[src/fsb_defines.svh]
// constants for the flash sector security and boot configuration block
// assumes byte addresses on the register bus, low 8 bits decoded
// Notes on behaviour
// - one three-bit security byte per sector
// - read-protected sector returns invalid code bytes
// - read-protect bit erased only with its sector
// - program/erase lock blocks program and page erase
// - erase lock: only external global erase
// - read-protected sector CRC flags, aborts, invalidates
// - global CRC aborts if any read-protect
// - read-protect alone never flags program/erase
// - lock blocks program/page erase, sector erase allowed
// - erase lock blocks program, page, sector erase
// - boot vector five bits, default all ones
// - boot address is vector high, 00h low
// - boot select forces boot vector after reset
// - write guard clear forces write enable set
// - write guard set: enable via commands only
// - config guard refuses config byte writes
// - guard set by programming, cleared by key
// - clear lock rejects clear command in-system
// - clear lock cleared only by external clear
`ifndef FSB_DEFINES_SVH
`define FSB_DEFINES_SVH
`define FSB_NSEC 16
`define FSB_SEC_LSB 10
`define FSB_SEC_MSB 13
`define FSB_A_CMD 8'h00
`define FSB_A_ADDR 8'h04
`define FSB_A_DATA 8'h08
`define FSB_A_STAT 8'h0C
`define FSB_A_SEC 8'h10
`define FSB_A_VEC 8'h14
`define FSB_A_BOOT 8'h18
`define FSB_A_UCFG 8'h1C
`define FSB_A_RSTV 8'h20
`define FSB_RP 0
`define FSB_PEL 1
`define FSB_EL 2
`define FSB_BSB 0
`define FSB_AWP 5
`define FSB_CWP 6
`define FSB_GUARD_CLEAR_LOCK 7
`define FSB_ST_VIOL 0
`define FSB_ST_REF 1
`define FSB_ST_CRCINV 2
`define FSB_GUARD_KEY 8'h96
`define FSB_INVALID 8'hFF
`define FSB_VEC_RST 5'h1F
`define FSB_BOOT_RST 8'h01
`define FSB_BOOT_MASK 8'hE1
`define FSB_BOOT_STICKY 8'hC0
`define FSB_UCFG_RST 8'h00
`endif

[src/fsb_pkg.sv]
// types for the flash sector security and boot configuration block
// assumes nothing beyond the defines header
package fsb_pkg;
  typedef enum logic [3:0] {
    OP_NONE = 4'h0, OP_PROG = 4'h1, OP_ERPG = 4'h2, OP_ERSEC = 4'h3,
    OP_ERGLB = 4'h4, OP_CRCSEC = 4'h5, OP_CRCGLB = 4'h6, OP_PSEC = 4'h7,
    OP_PVEC = 4'h8, OP_PBOOT = 4'h9, OP_PUCFG = 4'hA, OP_CLR_GUARD = 4'hB,
    OP_WE_SET = 4'hC, OP_WE_CLR = 4'hD
  } fsb_op_t;
  typedef enum logic [1:0] {
    MODE_INSYS = 2'b00, MODE_INAPP = 2'b01, MODE_INCIRC = 2'b10, MODE_PARALLEL = 2'b11
  } fsb_mode_t;
  typedef enum logic {ST_IDLE = 1'b0, ST_WAIT_DATA = 1'b1} fsb_state_t;
  typedef struct packed {
    logic valid;
    fsb_op_t op;
    logic [15:0] addr;
    logic [7:0] data;
  } fsb_flash_op_t;
  typedef struct packed {
    logic valid;
    logic [15:0] addr;
    logic [7:0] data;
  } fsb_code_rd_t;
  function automatic logic fsb_is_ext(input fsb_mode_t m);
    return (m == MODE_INCIRC) || (m == MODE_PARALLEL);
  endfunction
  function automatic logic fsb_needs_data(input fsb_op_t op);
    return (op == OP_PROG) || (op == OP_PSEC) || (op == OP_PVEC) ||
           (op == OP_PBOOT) || (op == OP_PUCFG) || (op == OP_CLR_GUARD);
  endfunction
endpackage

[src/fsb_ahb_slave.sv]
// AHB-Lite slave front end, zero wait states, always OKAY
// assumes single word transfers; hsize is not checked
`timescale 1ns/1ps
module fsb_ahb_slave import fsb_pkg::*; (
  input wire logic mclk,
  input wire logic arst_n,
  input wire logic hsel,
  input wire logic [1:0] htrans,
  input wire logic hwrite,
  input wire logic [2:0] hsize,
  input wire logic [31:0] haddr,
  input wire logic [31:0] hwdata,
  input wire logic hready,
  output logic hreadyout,
  output logic hresp,
  output logic [31:0] hrdata,
  output logic [7:0] rd_addr,
  input wire logic [31:0] rd_data,
  output logic wr_en,
  output logic [7:0] wr_addr,
  output logic [31:0] wr_data
);
  logic act;
  logic wr_pend_q;
  logic [7:0] wr_addr_q;
  logic [31:0] hrdata_q;
  assign act = hsel & htrans[1] & hready;
  assign rd_addr = haddr[7:0];
  assign wr_en = wr_pend_q;
  assign wr_addr = wr_addr_q;
  assign wr_data = hwdata;
  assign hreadyout = 1'b1;
  assign hresp = 1'b0;
  assign hrdata = hrdata_q;
  // read data sampled at the address phase so it stands in the data phase
  always_ff @(posedge mclk or negedge arst_n) begin
    if (!arst_n) begin
      wr_pend_q <= 1'b0;
      wr_addr_q <= 8'h00;
      hrdata_q <= 32'h0000_0000;
    end else begin
      wr_pend_q <= act & hwrite;
      if (act) wr_addr_q <= haddr[7:0];
      hrdata_q <= (act & ~hwrite) ? rd_data : 32'h0000_0000;
    end
  end
endmodule

[src/fsb_sec_check.sv]
// security decision for one command against one sector
// assumes inputs are stable in the cycle the command executes
`timescale 1ns/1ps
`include "fsb_defines.svh"
module fsb_sec_check import fsb_pkg::*; (
  input fsb_op_t op,
  input wire logic [2:0] sec,
  input wire logic any_rp,
  input fsb_mode_t mode,
  input wire logic we_flag,
  input wire logic config_write_guard,
  input wire logic guard_clear_lock,
  input wire logic key_ok,
  output logic viol,
  output logic refuse
);
  logic ext;
  logic prog_like;
  logic mem_wr;
  assign ext = fsb_is_ext(mode);
  assign prog_like = (op == OP_PROG) || (op == OP_ERPG);
  assign mem_wr = prog_like || (op == OP_ERSEC) || (op == OP_ERGLB) || (op == OP_PSEC);
  // read-protect never enters the program/erase terms
  assign viol = (prog_like && (sec[`FSB_PEL] || sec[`FSB_EL])) ||
                ((op == OP_ERSEC) && sec[`FSB_EL]) ||
                ((op == OP_CRCSEC) && sec[`FSB_RP]) ||
                ((op == OP_CRCGLB) && any_rp);
  assign refuse = (mem_wr && !we_flag) ||
                  ((op == OP_ERGLB) && !ext) ||
                  (((op == OP_PVEC) || (op == OP_PBOOT) || (op == OP_PUCFG)) && config_write_guard) ||
                  ((op == OP_CLR_GUARD) && ((guard_clear_lock && !ext) || !key_ok));
endmodule

[src/fsb_top.sv]
// flash sector security and boot configuration, AHB-Lite register slave
// assumes the flash array acts on flash_op pulses and feeds code reads
`timescale 1ns/1ps
`include "fsb_defines.svh"
module fsb_top import fsb_pkg::*; (
  input wire logic mclk,
  input wire logic arst_n,
  input wire logic hsel,
  input wire logic [1:0] htrans,
  input wire logic hwrite,
  input wire logic [2:0] hsize,
  input wire logic [31:0] haddr,
  input wire logic [31:0] hwdata,
  input wire logic hready,
  output logic hreadyout,
  output logic hresp,
  output logic [31:0] hrdata,
  input fsb_mode_t prog_mode,
  input wire logic core_rst_req,
  input fsb_code_rd_t code_rd,
  output logic [7:0] code_rd_data,
  output logic code_rd_valid,
  output fsb_flash_op_t flash_op,
  output logic [15:0] reset_vector,
  output logic write_enable
);
  // ************************************************
  // bus front end
  // ************************************************
  logic [7:0] rd_addr;
  logic [31:0] rd_data;
  logic wr_en;
  logic [7:0] wr_addr;
  logic [31:0] wr_data;

  fsb_ahb_slave u_bus (
    .mclk(mclk),
    .arst_n(arst_n),
    .hsel(hsel),
    .htrans(htrans),
    .hwrite(hwrite),
    .hsize(hsize),
    .haddr(haddr),
    .hwdata(hwdata),
    .hready(hready),
    .hreadyout(hreadyout),
    .hresp(hresp),
    .hrdata(hrdata),
    .rd_addr(rd_addr),
    .rd_data(rd_data),
    .wr_en(wr_en),
    .wr_addr(wr_addr),
    .wr_data(wr_data)
  );

  // ************************************************
  // state
  // ************************************************
  logic [2:0] sec_q [`FSB_NSEC];
  logic [4:0] vec_q;
  logic [7:0] boot_q;
  logic [7:0] ucfg_q;
  logic we_q;
  logic viol_q;
  logic ref_q;
  logic crcinv_q;
  fsb_op_t cmd_q;
  logic [15:0] addr_q;
  logic [7:0] data_q;
  fsb_state_t st_q;
  fsb_state_t st_d;
  logic booted_q;
  logic [15:0] rstv_q;
  fsb_flash_op_t fop_q;
  logic [7:0] crd_q;
  logic crv_q;

  // ************************************************
  // command decode
  // ************************************************
  logic wr_cmd;
  logic wr_adr;
  logic wr_dat;
  logic wr_st;
  fsb_op_t cmd_op;
  logic exec_v;
  fsb_op_t exec_op;
  logic [7:0] exec_data;
  logic [3:0] sector;
  logic [2:0] cur_sec;
  logic [`FSB_NSEC-1:0] rp_vec;
  logic any_rp;
  logic viol;
  logic refuse;
  logic ok;
  logic is_mem_op;

  assign wr_cmd = wr_en && (wr_addr == `FSB_A_CMD);
  assign wr_adr = wr_en && (wr_addr == `FSB_A_ADDR);
  assign wr_dat = wr_en && (wr_addr == `FSB_A_DATA);
  assign wr_st = wr_en && (wr_addr == `FSB_A_STAT);
  assign cmd_op = fsb_op_t'(wr_data[3:0]);
  // a command that takes data waits for the data register write
  assign exec_v = (wr_cmd && !fsb_needs_data(cmd_op)) ||
                  (wr_dat && (st_q == ST_WAIT_DATA));
  assign exec_op = wr_cmd ? cmd_op : cmd_q;
  assign exec_data = wr_dat ? wr_data[7:0] : data_q;
  assign sector = addr_q[`FSB_SEC_MSB:`FSB_SEC_LSB];
  assign cur_sec = sec_q[sector];
  assign any_rp = |rp_vec;
  assign ok = exec_v && !viol && !refuse;
  assign is_mem_op = (exec_op == OP_PROG) || (exec_op == OP_ERPG) ||
                     (exec_op == OP_ERSEC) || (exec_op == OP_ERGLB) ||
                     (exec_op == OP_CRCSEC) || (exec_op == OP_CRCGLB);

  fsb_sec_check u_check (
    .op(exec_op),
    .sec(cur_sec),
    .any_rp(any_rp),
    .mode(prog_mode),
    .we_flag(we_q),
    .config_write_guard(boot_q[`FSB_CWP]),
    .guard_clear_lock(boot_q[`FSB_GUARD_CLEAR_LOCK]),
    .key_ok(exec_data == `FSB_GUARD_KEY),
    .viol(viol),
    .refuse(refuse)
  );

  always_comb begin
    st_d = st_q;
    case (st_q)
      ST_IDLE: begin
        if (wr_cmd && fsb_needs_data(cmd_op)) st_d = ST_WAIT_DATA;
      end
      ST_WAIT_DATA: begin
        if (wr_cmd && !fsb_needs_data(cmd_op)) st_d = ST_IDLE;
        else if (wr_dat) st_d = ST_IDLE;
      end
      default: st_d = ST_IDLE;
    endcase
  end

  always_ff @(posedge mclk or negedge arst_n) begin
    if (!arst_n) begin
      st_q <= ST_IDLE;
      cmd_q <= OP_NONE;
      addr_q <= 16'h0000;
      data_q <= 8'h00;
    end else begin
      st_q <= st_d;
      if (wr_cmd) cmd_q <= cmd_op;
      if (wr_adr) addr_q <= wr_data[15:0];
      if (wr_dat) data_q <= wr_data[7:0];
    end
  end

  // ************************************************
  // sector security bytes
  // ************************************************
  // programming only sets bits; clearing needs an erase of the sector
  genvar gi;
  generate
    for (gi = 0; gi < `FSB_NSEC; gi++) begin : g_sec
      logic hit;
      assign hit = (sector == 4'(gi));
      assign rp_vec[gi] = sec_q[gi][`FSB_RP];
      always_ff @(posedge mclk or negedge arst_n) begin
        if (!arst_n) begin
          sec_q[gi] <= 3'b000;
        end else if (ok && (exec_op == OP_ERGLB)) begin
          sec_q[gi] <= 3'b000;
        end else if (ok && hit && (exec_op == OP_ERSEC)) begin
          sec_q[gi] <= 3'b000;
        end else if (ok && hit && (exec_op == OP_PSEC)) begin
          sec_q[gi] <= sec_q[gi] | exec_data[2:0];
        end
      end
    end
  endgenerate

  // ************************************************
  // boot and configuration bytes
  // ************************************************
  logic [7:0] boot_d;
  logic ext;
  assign ext = fsb_is_ext(prog_mode);
  // config guard and clear lock bits only go up by programming; write guard follows the written byte
  assign boot_d = (ok && (exec_op == OP_PBOOT)) ?
                  ((boot_q & `FSB_BOOT_STICKY) | (exec_data & `FSB_BOOT_MASK)) :
                  (ok && (exec_op == OP_CLR_GUARD)) ?
                  (boot_q & ~{ext, 1'b1, 6'b00_0000}) :
                  boot_q;

  always_ff @(posedge mclk or negedge arst_n) begin
    if (!arst_n) begin
      vec_q <= `FSB_VEC_RST;
      boot_q <= `FSB_BOOT_RST;
      ucfg_q <= `FSB_UCFG_RST;
    end else begin
      boot_q <= boot_d;
      if (ok && (exec_op == OP_PVEC)) vec_q <= exec_data[4:0];
      if (ok && (exec_op == OP_PUCFG)) ucfg_q <= exec_data;
    end
  end

  // ************************************************
  // write enable flag
  // ************************************************
  logic we_d;
  assign we_d = !boot_q[`FSB_AWP] ? 1'b1 :
                (exec_v && (exec_op == OP_WE_SET)) ? 1'b1 :
                (exec_v && (exec_op == OP_WE_CLR)) ? 1'b0 :
                we_q;

  always_ff @(posedge mclk or negedge arst_n) begin
    if (!arst_n) we_q <= 1'b1;
    else we_q <= we_d;
  end
  assign write_enable = we_q;

  // ************************************************
  // status flags, set wins over clear
  // ************************************************
  logic viol_d;
  logic ref_d;
  logic crcinv_d;
  logic crc_op;
  assign crc_op = exec_v && ((exec_op == OP_CRCSEC) || (exec_op == OP_CRCGLB));
  assign viol_d = (exec_v && viol) ||
                  (viol_q && !(wr_st && wr_data[`FSB_ST_VIOL]));
  assign ref_d = (exec_v && refuse) || (ref_q && !(wr_st && wr_data[`FSB_ST_REF]));
  assign crcinv_d = (crc_op && viol) ? 1'b1 :
                    (crc_op && ok) ? 1'b0 :
                    (crcinv_q && !(wr_st && wr_data[`FSB_ST_CRCINV]));

  always_ff @(posedge mclk or negedge arst_n) begin
    if (!arst_n) begin
      viol_q <= 1'b0;
      ref_q <= 1'b0;
      crcinv_q <= 1'b0;
    end else begin
      viol_q <= viol_d;
      ref_q <= ref_d;
      crcinv_q <= crcinv_d;
    end
  end

  // ************************************************
  // flash operation pulse and code reads
  // ************************************************
  logic [3:0] rd_sector;
  logic rd_blocked;
  assign rd_sector = code_rd.addr[`FSB_SEC_MSB:`FSB_SEC_LSB];
  assign rd_blocked = sec_q[rd_sector][`FSB_RP];

  always_ff @(posedge mclk or negedge arst_n) begin
    if (!arst_n) begin
      fop_q <= '0;
      crd_q <= 8'h00;
      crv_q <= 1'b0;
    end else begin
      fop_q <= '{valid: ok && is_mem_op, op: exec_op, addr: addr_q, data: exec_data};
      crv_q <= code_rd.valid;
      if (code_rd.valid) crd_q <= rd_blocked ? `FSB_INVALID : code_rd.data;
    end
  end
  assign flash_op = fop_q;
  assign code_rd_data = crd_q;
  assign code_rd_valid = crv_q;

  // ************************************************
  // reset vector
  // ************************************************
  // caught after the release and on every core reset request
  always_ff @(posedge mclk or negedge arst_n) begin
    if (!arst_n) begin
      booted_q <= 1'b0;
      rstv_q <= 16'h0000;
    end else begin
      booted_q <= 1'b1;
      if (!booted_q || core_rst_req) begin
        rstv_q <= boot_q[`FSB_BSB] ? {3'b000, vec_q, 8'h00} : 16'h0000;
      end
    end
  end
  assign reset_vector = rstv_q;

  // ************************************************
  // register read mux
  // ************************************************
  assign rd_data = (rd_addr == `FSB_A_CMD) ? {28'h000_0000, cmd_q} :
                   (rd_addr == `FSB_A_ADDR) ? {16'h0000, addr_q} :
                   (rd_addr == `FSB_A_DATA) ? {24'h00_0000, data_q} :
                   (rd_addr == `FSB_A_STAT) ? {27'h000_0000, st_q, we_q, crcinv_q, ref_q, viol_q} :
                   (rd_addr == `FSB_A_SEC) ? {29'h0000_0000, cur_sec} :
                   (rd_addr == `FSB_A_VEC) ? {27'h000_0000, vec_q} :
                   (rd_addr == `FSB_A_BOOT) ? {24'h00_0000, boot_q} :
                   (rd_addr == `FSB_A_UCFG) ? {24'h00_0000, ucfg_q} :
                   (rd_addr == `FSB_A_RSTV) ? {16'h0000, rstv_q} :
                   32'h0000_0000;
endmodule

[config.mk]
export PLATFORM = sky130hd
export DESIGN_NAME = fsb_top
export DESIGN_NICKNAME = d
export VERILOG_FILES = /design/src/fsb_pkg.sv /design/src/fsb_ahb_slave.sv /design/src/fsb_sec_check.sv /design/src/fsb_top.sv
export VERILOG_INCLUDE_DIRS = /design/src /design/src/src
export SDC_FILE = /design/constraint.sdc
export NUM_CORES = 1
export LEC_CHECK = 0
export ABC_AREA = 1
export BUFFER_PORTS_ARGS = -buffer_cell sky130_fd_sc_hd__buf_2
export CAP_MARGIN = 20
export CELL_PAD_IN_SITES_DETAIL_PLACEMENT = 1
export CELL_PAD_IN_SITES_GLOBAL_PLACEMENT = 2
export CORE_UTILIZATION = 28
export DETAILED_ROUTE_END_ITERATION = 12
export GPL_TIMING_DRIVEN = 0
export PLACE_DENSITY = 0.74
export SYNTH_ARGS = -nofsm -noshare
export SYNTH_HDL_FRONTEND = slang
export SYNTH_SLANG_ARGS = --single-unit
[constraint.sdc]
create_clock -name mclk -period 2.3 [get_ports mclk]
set_input_delay 0.345 -clock mclk [delete_from_list [all_inputs] [get_ports mclk]]
set_output_delay 0.345 -clock mclk [all_outputs]
set_load 0.005 [all_outputs]
After elaboration in Yosys (flattened, before gate mapping)
Cells that the tools add are included.
{"block": "totals", "regBits": 186, "inputBits": 102, "wordCells": 336}
{"block": "op_classes", "n_reduce_logical": 143, "order_cmp": 2, "bitwise_logic": 27, "muxes": 79, "n_eq_ne": 49}
{"cell": "two-way mux 16 bit", "n": 10}
{"cell": "two-way mux 3 bit", "n": 50}
{"cell": "logical AND 1 bit", "n": 85}
{"cell": "equality test 4 bit, second input constant", "n": 18}
{"cell": "OR 3 bit", "n": 16}
{"cell": "nonzero test 3 bit", "n": 16}
{"cell": "equality test 4 x 3 -> 1 bit, second input constant", "n": 9}
{"cell": "equality test 8 x 4 -> 1 bit, second input constant", "n": 4}
{"cell": "equality test 8 x 5 -> 1 bit, second input constant", "n": 4}
{"cell": "two-way mux 8 bit", "n": 4}
{"cell": "logical OR 1 bit", "n": 27}
{"cell": "binary-select mux 3 bit (select 4 bit)", "n": 2}
{"cell": "equality test 4 x 2 -> 1 bit, second input constant", "n": 4}
{"cell": "equality test 8 x 3 -> 1 bit, second input constant", "n": 2}
{"cell": "zero test 8 bit", "n": 2}
{"cell": "OR reduction 16 bit", "n": 1}
{"cell": "two-way mux 13 bit", "n": 1}
{"cell": "equality test 4 x 1 -> 1 bit, second input constant", "n": 3}
{"cell": "greater-or-equal comparator 5 bit, second input constant", "n": 2}
{"cell": "zero test 1 bit", "n": 10}
{"cell": "two-way mux 1 bit", "n": 10}
{"cell": "NOT 4 -> 5 bit", "n": 2}
{"cell": "AND 8 bit", "n": 1}
{"cell": "equality test 8 x 6 -> 1 bit, second input constant", "n": 1}
{"cell": "other kinds (11)", "n": 16}

Longest topological paths before layout
{"block": "depth", "ltp_word": 19, "depth_mapped": 20, "mapped_depth_nobuf": 18}

By module
A second synthesis with hierarchy kept.
{"block": "hier_totals", "cells_unflattened": 1085, "area_unflattened_um2": 8727.1}
{"module": "fsb_top", "area_each_um2": 6667.6, "cells_each": 861, "instances": 1}
{"module": "fsb_ahb_slave", "area_each_um2": 1869.3, "cells_each": 183, "instances": 1}
{"module": "fsb_sec_check", "area_each_um2": 190.2, "cells_each": 41, "instances": 1}

Least setup slack after synthesis
Ideal clock, no wire load.
{"block": "synth_timing", "kind": "register -> register", "startpoint": "reg u_bus.wr_addr_q[1], in the netlist u_bus.wr_addr[1]", "endpoint": "reg sec_q, in the netlist rp_vec[9]", "required_time_ns": 2.182, "path_stages_with_launch": 18, "t_arrival_ns": 2.084, "setup_ns": 0.118, "path_slack_ns": 0.098, "cell_sequence": "dfrtp_1 > nor2_4 > nand2_2 > nor2_4 > buf_6 > nand3_1 > nand2_1 > nand2_1 > nor2_1 > nand3_1 > nand2_1 > nand3_2 > nor2_4 > buf_6 > buf_12 > nand3_4 > nand4_1 > nand2_1"}
{"block": "synth_via", "elab_chain_len": 18}
{"element": "start: declaration", "line_no": "fsb_ahb_slave.sv:25", "source": "logic [7:0] wr_addr_q;"}
{"element": "start signal: assignment", "line_no": "fsb_ahb_slave.sv:43", "source": "if (act) wr_addr_q <= haddr[7:0];"}
{"element": "zero test 8 bit (no line)"}
{"element": "logical AND 1 bit", "line_no": "fsb_top.sv:98", "source": "assign wr_cmd = wr_en && (wr_addr == `FSB_A_CMD);"}
{"element": "two-way mux 4 bit"}
{"element": "equality test 4 x 1 -> 1 bit / equality test 4 x 2 -> 1 bit (equally long branches)", "line_no": "fsb_sec_check.sv:21", "source": "assign prog_like = (op == OP_PROG) || (op == OP_ERPG);"}
{"element": "logical OR 1 bit", "line_no": "fsb_sec_check.sv:21"}
{"element": "logical OR 1 bit (3 in series)", "line_no": "fsb_sec_check.sv:22", "source": "assign mem_wr = prog_like || (op == OP_ERSEC) || (op == OP_ERGLB) || (op == OP_PSEC);"}
{"element": "logical AND 1 bit", "line_no": "fsb_sec_check.sv:28", "source": "assign refuse = (mem_wr && !we_flag) ||"}
{"element": "logical OR 1 bit", "line_no": "fsb_sec_check.sv:28"}
{"element": "logical OR 1 bit", "line_no": "fsb_sec_check.sv:29", "source": "((op == OP_ERGLB) && !ext) ||"}
{"element": "logical OR 1 bit", "line_no": "fsb_sec_check.sv:30", "source": "(((op == OP_PVEC) || (op == OP_PBOOT) || (op == OP_PUCFG)) && config_write_guard) ||"}
{"element": "zero test 1 bit", "line_no": "fsb_top.sv:111", "source": "assign ok = exec_v && !viol && !refuse;"}
{"element": "logical AND 1 bit", "line_no": "fsb_top.sv:111"}
{"element": "logical AND 1 bit", "line_no": "fsb_top.sv:172, fsb_top.sv:174"}
{"element": "logical AND 1 bit", "line_no": "fsb_top.sv:172", "source": "end else if (ok && hit && (exec_op == OP_ERSEC)) begin"}
{"element": "two-way mux 3 bit", "line_no": "fsb_top.sv:172"}
{"element": "two-way mux 3 bit", "line_no": "fsb_top.sv:170", "source": "end else if (ok && (exec_op == OP_ERGLB)) begin"}
{"element": "end signal: indexed assignment", "line_no": "fsb_top.sv:175", "source": "sec_q[gi] <= sec_q[gi] | exec_data[2:0];"}
{"element": "end: declaration", "line_no": "fsb_top.sv:59", "source": "logic [2:0] sec_q [`FSB_NSEC];"}
Several ways; a longest one is shown, not always the timed one. The select of a mux whose other input is x is not followed.
A chain may end at the register's enable or synchronous reset.

Worst setup path in the final report
{"block": "layout_timing", "startpoint": "reg u_bus.wr_addr_q[1], in the netlist u_bus.wr_addr[1]", "endpoint": "reg sec_q, in the netlist rp_vec[6]"}
The elaborated chain is that of the path after synthesis.

==> results.md <==
- CTS clock-pin slew for the worst setup and hold paths: 0.09 ns
- Hold EP: code_rd_valid
- Worst R2R Setup Slack: -0.49 ns
- TritonCTS buffer count: 17
- Max-slew headroom: 0.455
- Vias in the first global route: 8687
- Top cells by count, synth: 235 x nand2_1, 148 x dfrtp_1, 95 x inv_1, 93 x nand4_1, 88 x nand3_1
- Drt total wl: 35000 um
- Initial DRC Count: 603
- FILL cells: 3528
- Post-synthesis mux area share: 0.00789
- RD Place Congestion: 0.836
- Worst hold stages: 1
- CTS tree: built
- Total gr overflow: 0
- Number of synthesized flops with an enable pin: 0
- Vias per cell: 5.08
- Final core utilization: 0.409
- Root Driver: clkbuf_16
- Count leader, synth: nand2_1
- Async SR Flop Fraction: 1.00
- Post-layout min period: 2.79 ns
- Status: complete, but fails checks
- Antenna violations before repair: 1
- Pwr/cell area: 548 nW/um^2
- Worst reg2reg endpoint: rp_vec[6]
- First-pass GRT wire length: 51700 um
- Routed Antenna Nets: 0
- Primary FF master, synth: dfrtp_1
- Post-synthesis instance area: 8570 sq um
- I/O Buffers: 103
- Adder-cell share of the synthesized area: 0
- ANT cells: 0
- Synth cell types: 43
- Post-synthesis simple-gate area fraction: 0.352
- Worst-path fanout max: 7
- Rows: 63
- Endpoints failing hold: 0
- Layout area overhead: 42.8%
- Synth area leader: dfrtp_1
- Die area: 31300 sq um
- Syn Area/Cell: 8.04 sq um
- Min-delay src: code_rd[24]
- Syn. warnings: 0
- Worst skew pair latency: 0.45 ns
- Final #Nets: 1392
- CP peak stage delay: 0.42 ns
- Maximum clock frequency: 358 MHz
- Startpoint types: register
- Reg2Reg Depth: 18
- Critical path class: reg2reg
- Seq/Total Area, Yosys: 0.454
- Clk sinks: 155
- Setup WS post-layout: -0.494 ns
- CP max-delay cell: dfrtp_1
- Unrepaired setup endpoints after global routing: yes
- Wire length per cell: 20.7 um
- Synth top area share: 0.432
- Gate Count Post-Synth: 1065
- Max VDD drop: 0.594 mV
- Synth Register Bits: 155
- Worst reg2reg path startpoint: u_bus.wr_addr[1]
- Die Span Y: 177 um
- Die W: 177 um
- Detail Placement HPWL: 23200 um
- Leak: 5.52 nW
- H-tree depth: 4
- Xor and xnor fraction of the mapped netlist area: 0
- Min-Delay Path Class: in2reg
- DRC violations left: 0
- Fraction of layout cells with a size suffix above 1: 0.375
- Worst slew pin tran: 0.809 ns
- WHS: 0.104 ns
- CP Cell Sequence: inv_2, nand2_4, nor2_4, nand3_4, nand2_4, nand2_4, nand2_8, inv_6, nand2_4, nand3_2, nand2_2, buf_6, inv_2, nor2_4, buf_6, nand3b_1, o21ai_4, a21oi_2
- Violated checks: setup timing
- CORE AREA: 29900 sq um
- Required time worst endpoint: 2.62 ns
- IO Count: 191
- Max-slew violations: 0
- DR pass1 iterations: 5
- Arr. time, crit path: 3.11 ns
- CP Capture Type: register
- Final period utilization: 1.21
- Initial Util: 0.287
- Pin count of the biggest net entering global routing: 98
- Synth Area in Compound Gates: 0.0871
- Worst path most repeated cell: nand2_4
- Dominant cells by area after synthesis: dfrtp_1 43%, nand2_1 10%, nand4_1 6.8%, nand3_1 5.1%, inv_1 4.2%
- Vias: 8595
- Largest family of logic cells by synthesized area: simple AND/OR/NAND/NOR gates
- All-layer global routing usage: 0.219
- Final setup vio count: 68
- Maximum buffer depth of the clock tree: 2
- Total of max-cap violations: 0
- Post-route clock skew: 0.0242 ns
metal layers:
layer / vias up / share of wire / track usage / routed length [um]
li1: 3997 / - / - / -
met1: 4305 / 0.44 / 0.288 / 15300
met2: 244 / 0.49 / 0.373 / 17300
met3: 49 / 0.049 / 0.0320 / 1700
met4: 0 / 0.021 / 0.0614 / 721
met5: - / 0 / 0 / 0
state kept, by name, summed over array words and instances (netlist names), 4 cells and up:
signal and flops:
sec_q 32, flash_op 29, addr_q 16, rp_vec 16, u_bus.hrdata 16, code_rd_data 8, u_bus.wr_addr 8, ucfg_q 8
reset_vector 5, vec_q 5, boot_q 4
per-stage QoR:
| stage | setup slack (ns) | instances | TNS (ns) | instance area [sq um] | power, mW |
|---|---|---|---|---|---|
| 6_report | -0.494 | 1693 | -26.23 | 12200 | 6.70 |
| 5_1_grt | -0.594 | 1693 | -35.13 | 12200 | 6.95 |
| 4_1_cts | -0.370 | 1671 | -20.41 | 11400 | 6.65 |
| 3_5_place_dp | -0.850 | 1588 | -50.04 | 9720 | 3.57 |
| 3_3_place_gp | -1.72 | 1586 | -313.72 | 9670 | 3.55 |
| 2_1_floorplan | 0.0982 | 1093 | 0 | 8670 | 3.26 |
cell usage in the layout (no fill, tap or decap), drive strengths merged, types with 30 or more instances in the layout:
cell | Yosys | layout
a21oi | 34 | 34
buf | 54 | 224
clkbuf | 11 | 32
conb | 2 | 30
dfrtp | 148 | 148
inv | 105 | 110
nand2 | 251 | 252
nand3 | 106 | 108
nand4 | 93 | 93
nor2 | 104 | 104
o21ai | 71 | 71
worst max-delay path by stage:
stage	start	end	slack (ns)	depth (start not counted)
after CTS	u_bus.wr_addr[7]	rp_vec[0]	-0.37	19
after floorplan	u_bus.wr_addr[1]	rp_vec[9]	0.1	17
final	u_bus.wr_addr[1]	rp_vec[6]	-0.49	18
after global placement	arst_n	sec_q[47]	-1.72	1
after global routing	u_bus.wr_addr[1]	sec_q[26]	-0.59	20
after detailed placement	u_bus.wr_addr[7]	sec_q[25]	-0.85	11
layout make-up:
cell class | instances | area, sq um | share of cell area
clock inverters | 15 | 196 | 0.0161
flip-flops and latches | 155 | 3890 | 0.318
clock buffers | 17 | 425 | 0.0348
inverters | 109 | 427 | 0.0349
repair buffers | 175 | 1330 | 0.109
well taps | 390 | 488 | 0.0399
multi-input cells | 767 | 4810 | 0.394
plain buffers | 65 | 663 | 0.0542
report_power, final:
| part | switching, mW | internal, mW |
|---|---|---|
| logic | 0.558 | 0.322 |
| registers | 0.0675 | 2.80 |
| clock network | 1.46 | 1.48 |
| total | 2.09 | 4.61 |
critical path: cells and delay by family, from the launching register on:
kind | cells | cell delay [ns]
flip-flops | 1 | 0.42
buffers and inverters | 5 | 0.43
AO/OA/AOI/OAI | 2 | 0.40
AND/OR/NAND/NOR | 11 | 1.38
timing repair:
| item | in CTS | in global routing |
|---|---|---|
| pin swaps | 35 | 70 |
| setup endpoints to repair | 72 | 81 |
| hold endpoints to repair | 57 | 0 |
| cloned | 6 | 6 |
| hold buffers | 1 | 0 |
| buffers inserted | 44 | 18 |
| resized for setup | 148 | 146 |
cells by family after synthesis:
group | Yosys count
flip-flops | 155
buffers and inverters | 174
other | 2
multiplexers | 6
AND/OR/NAND/NOR | 594
AO/OA/AOI/OAI | 134
Note: power is estimated with default switching activity, not from simulation.
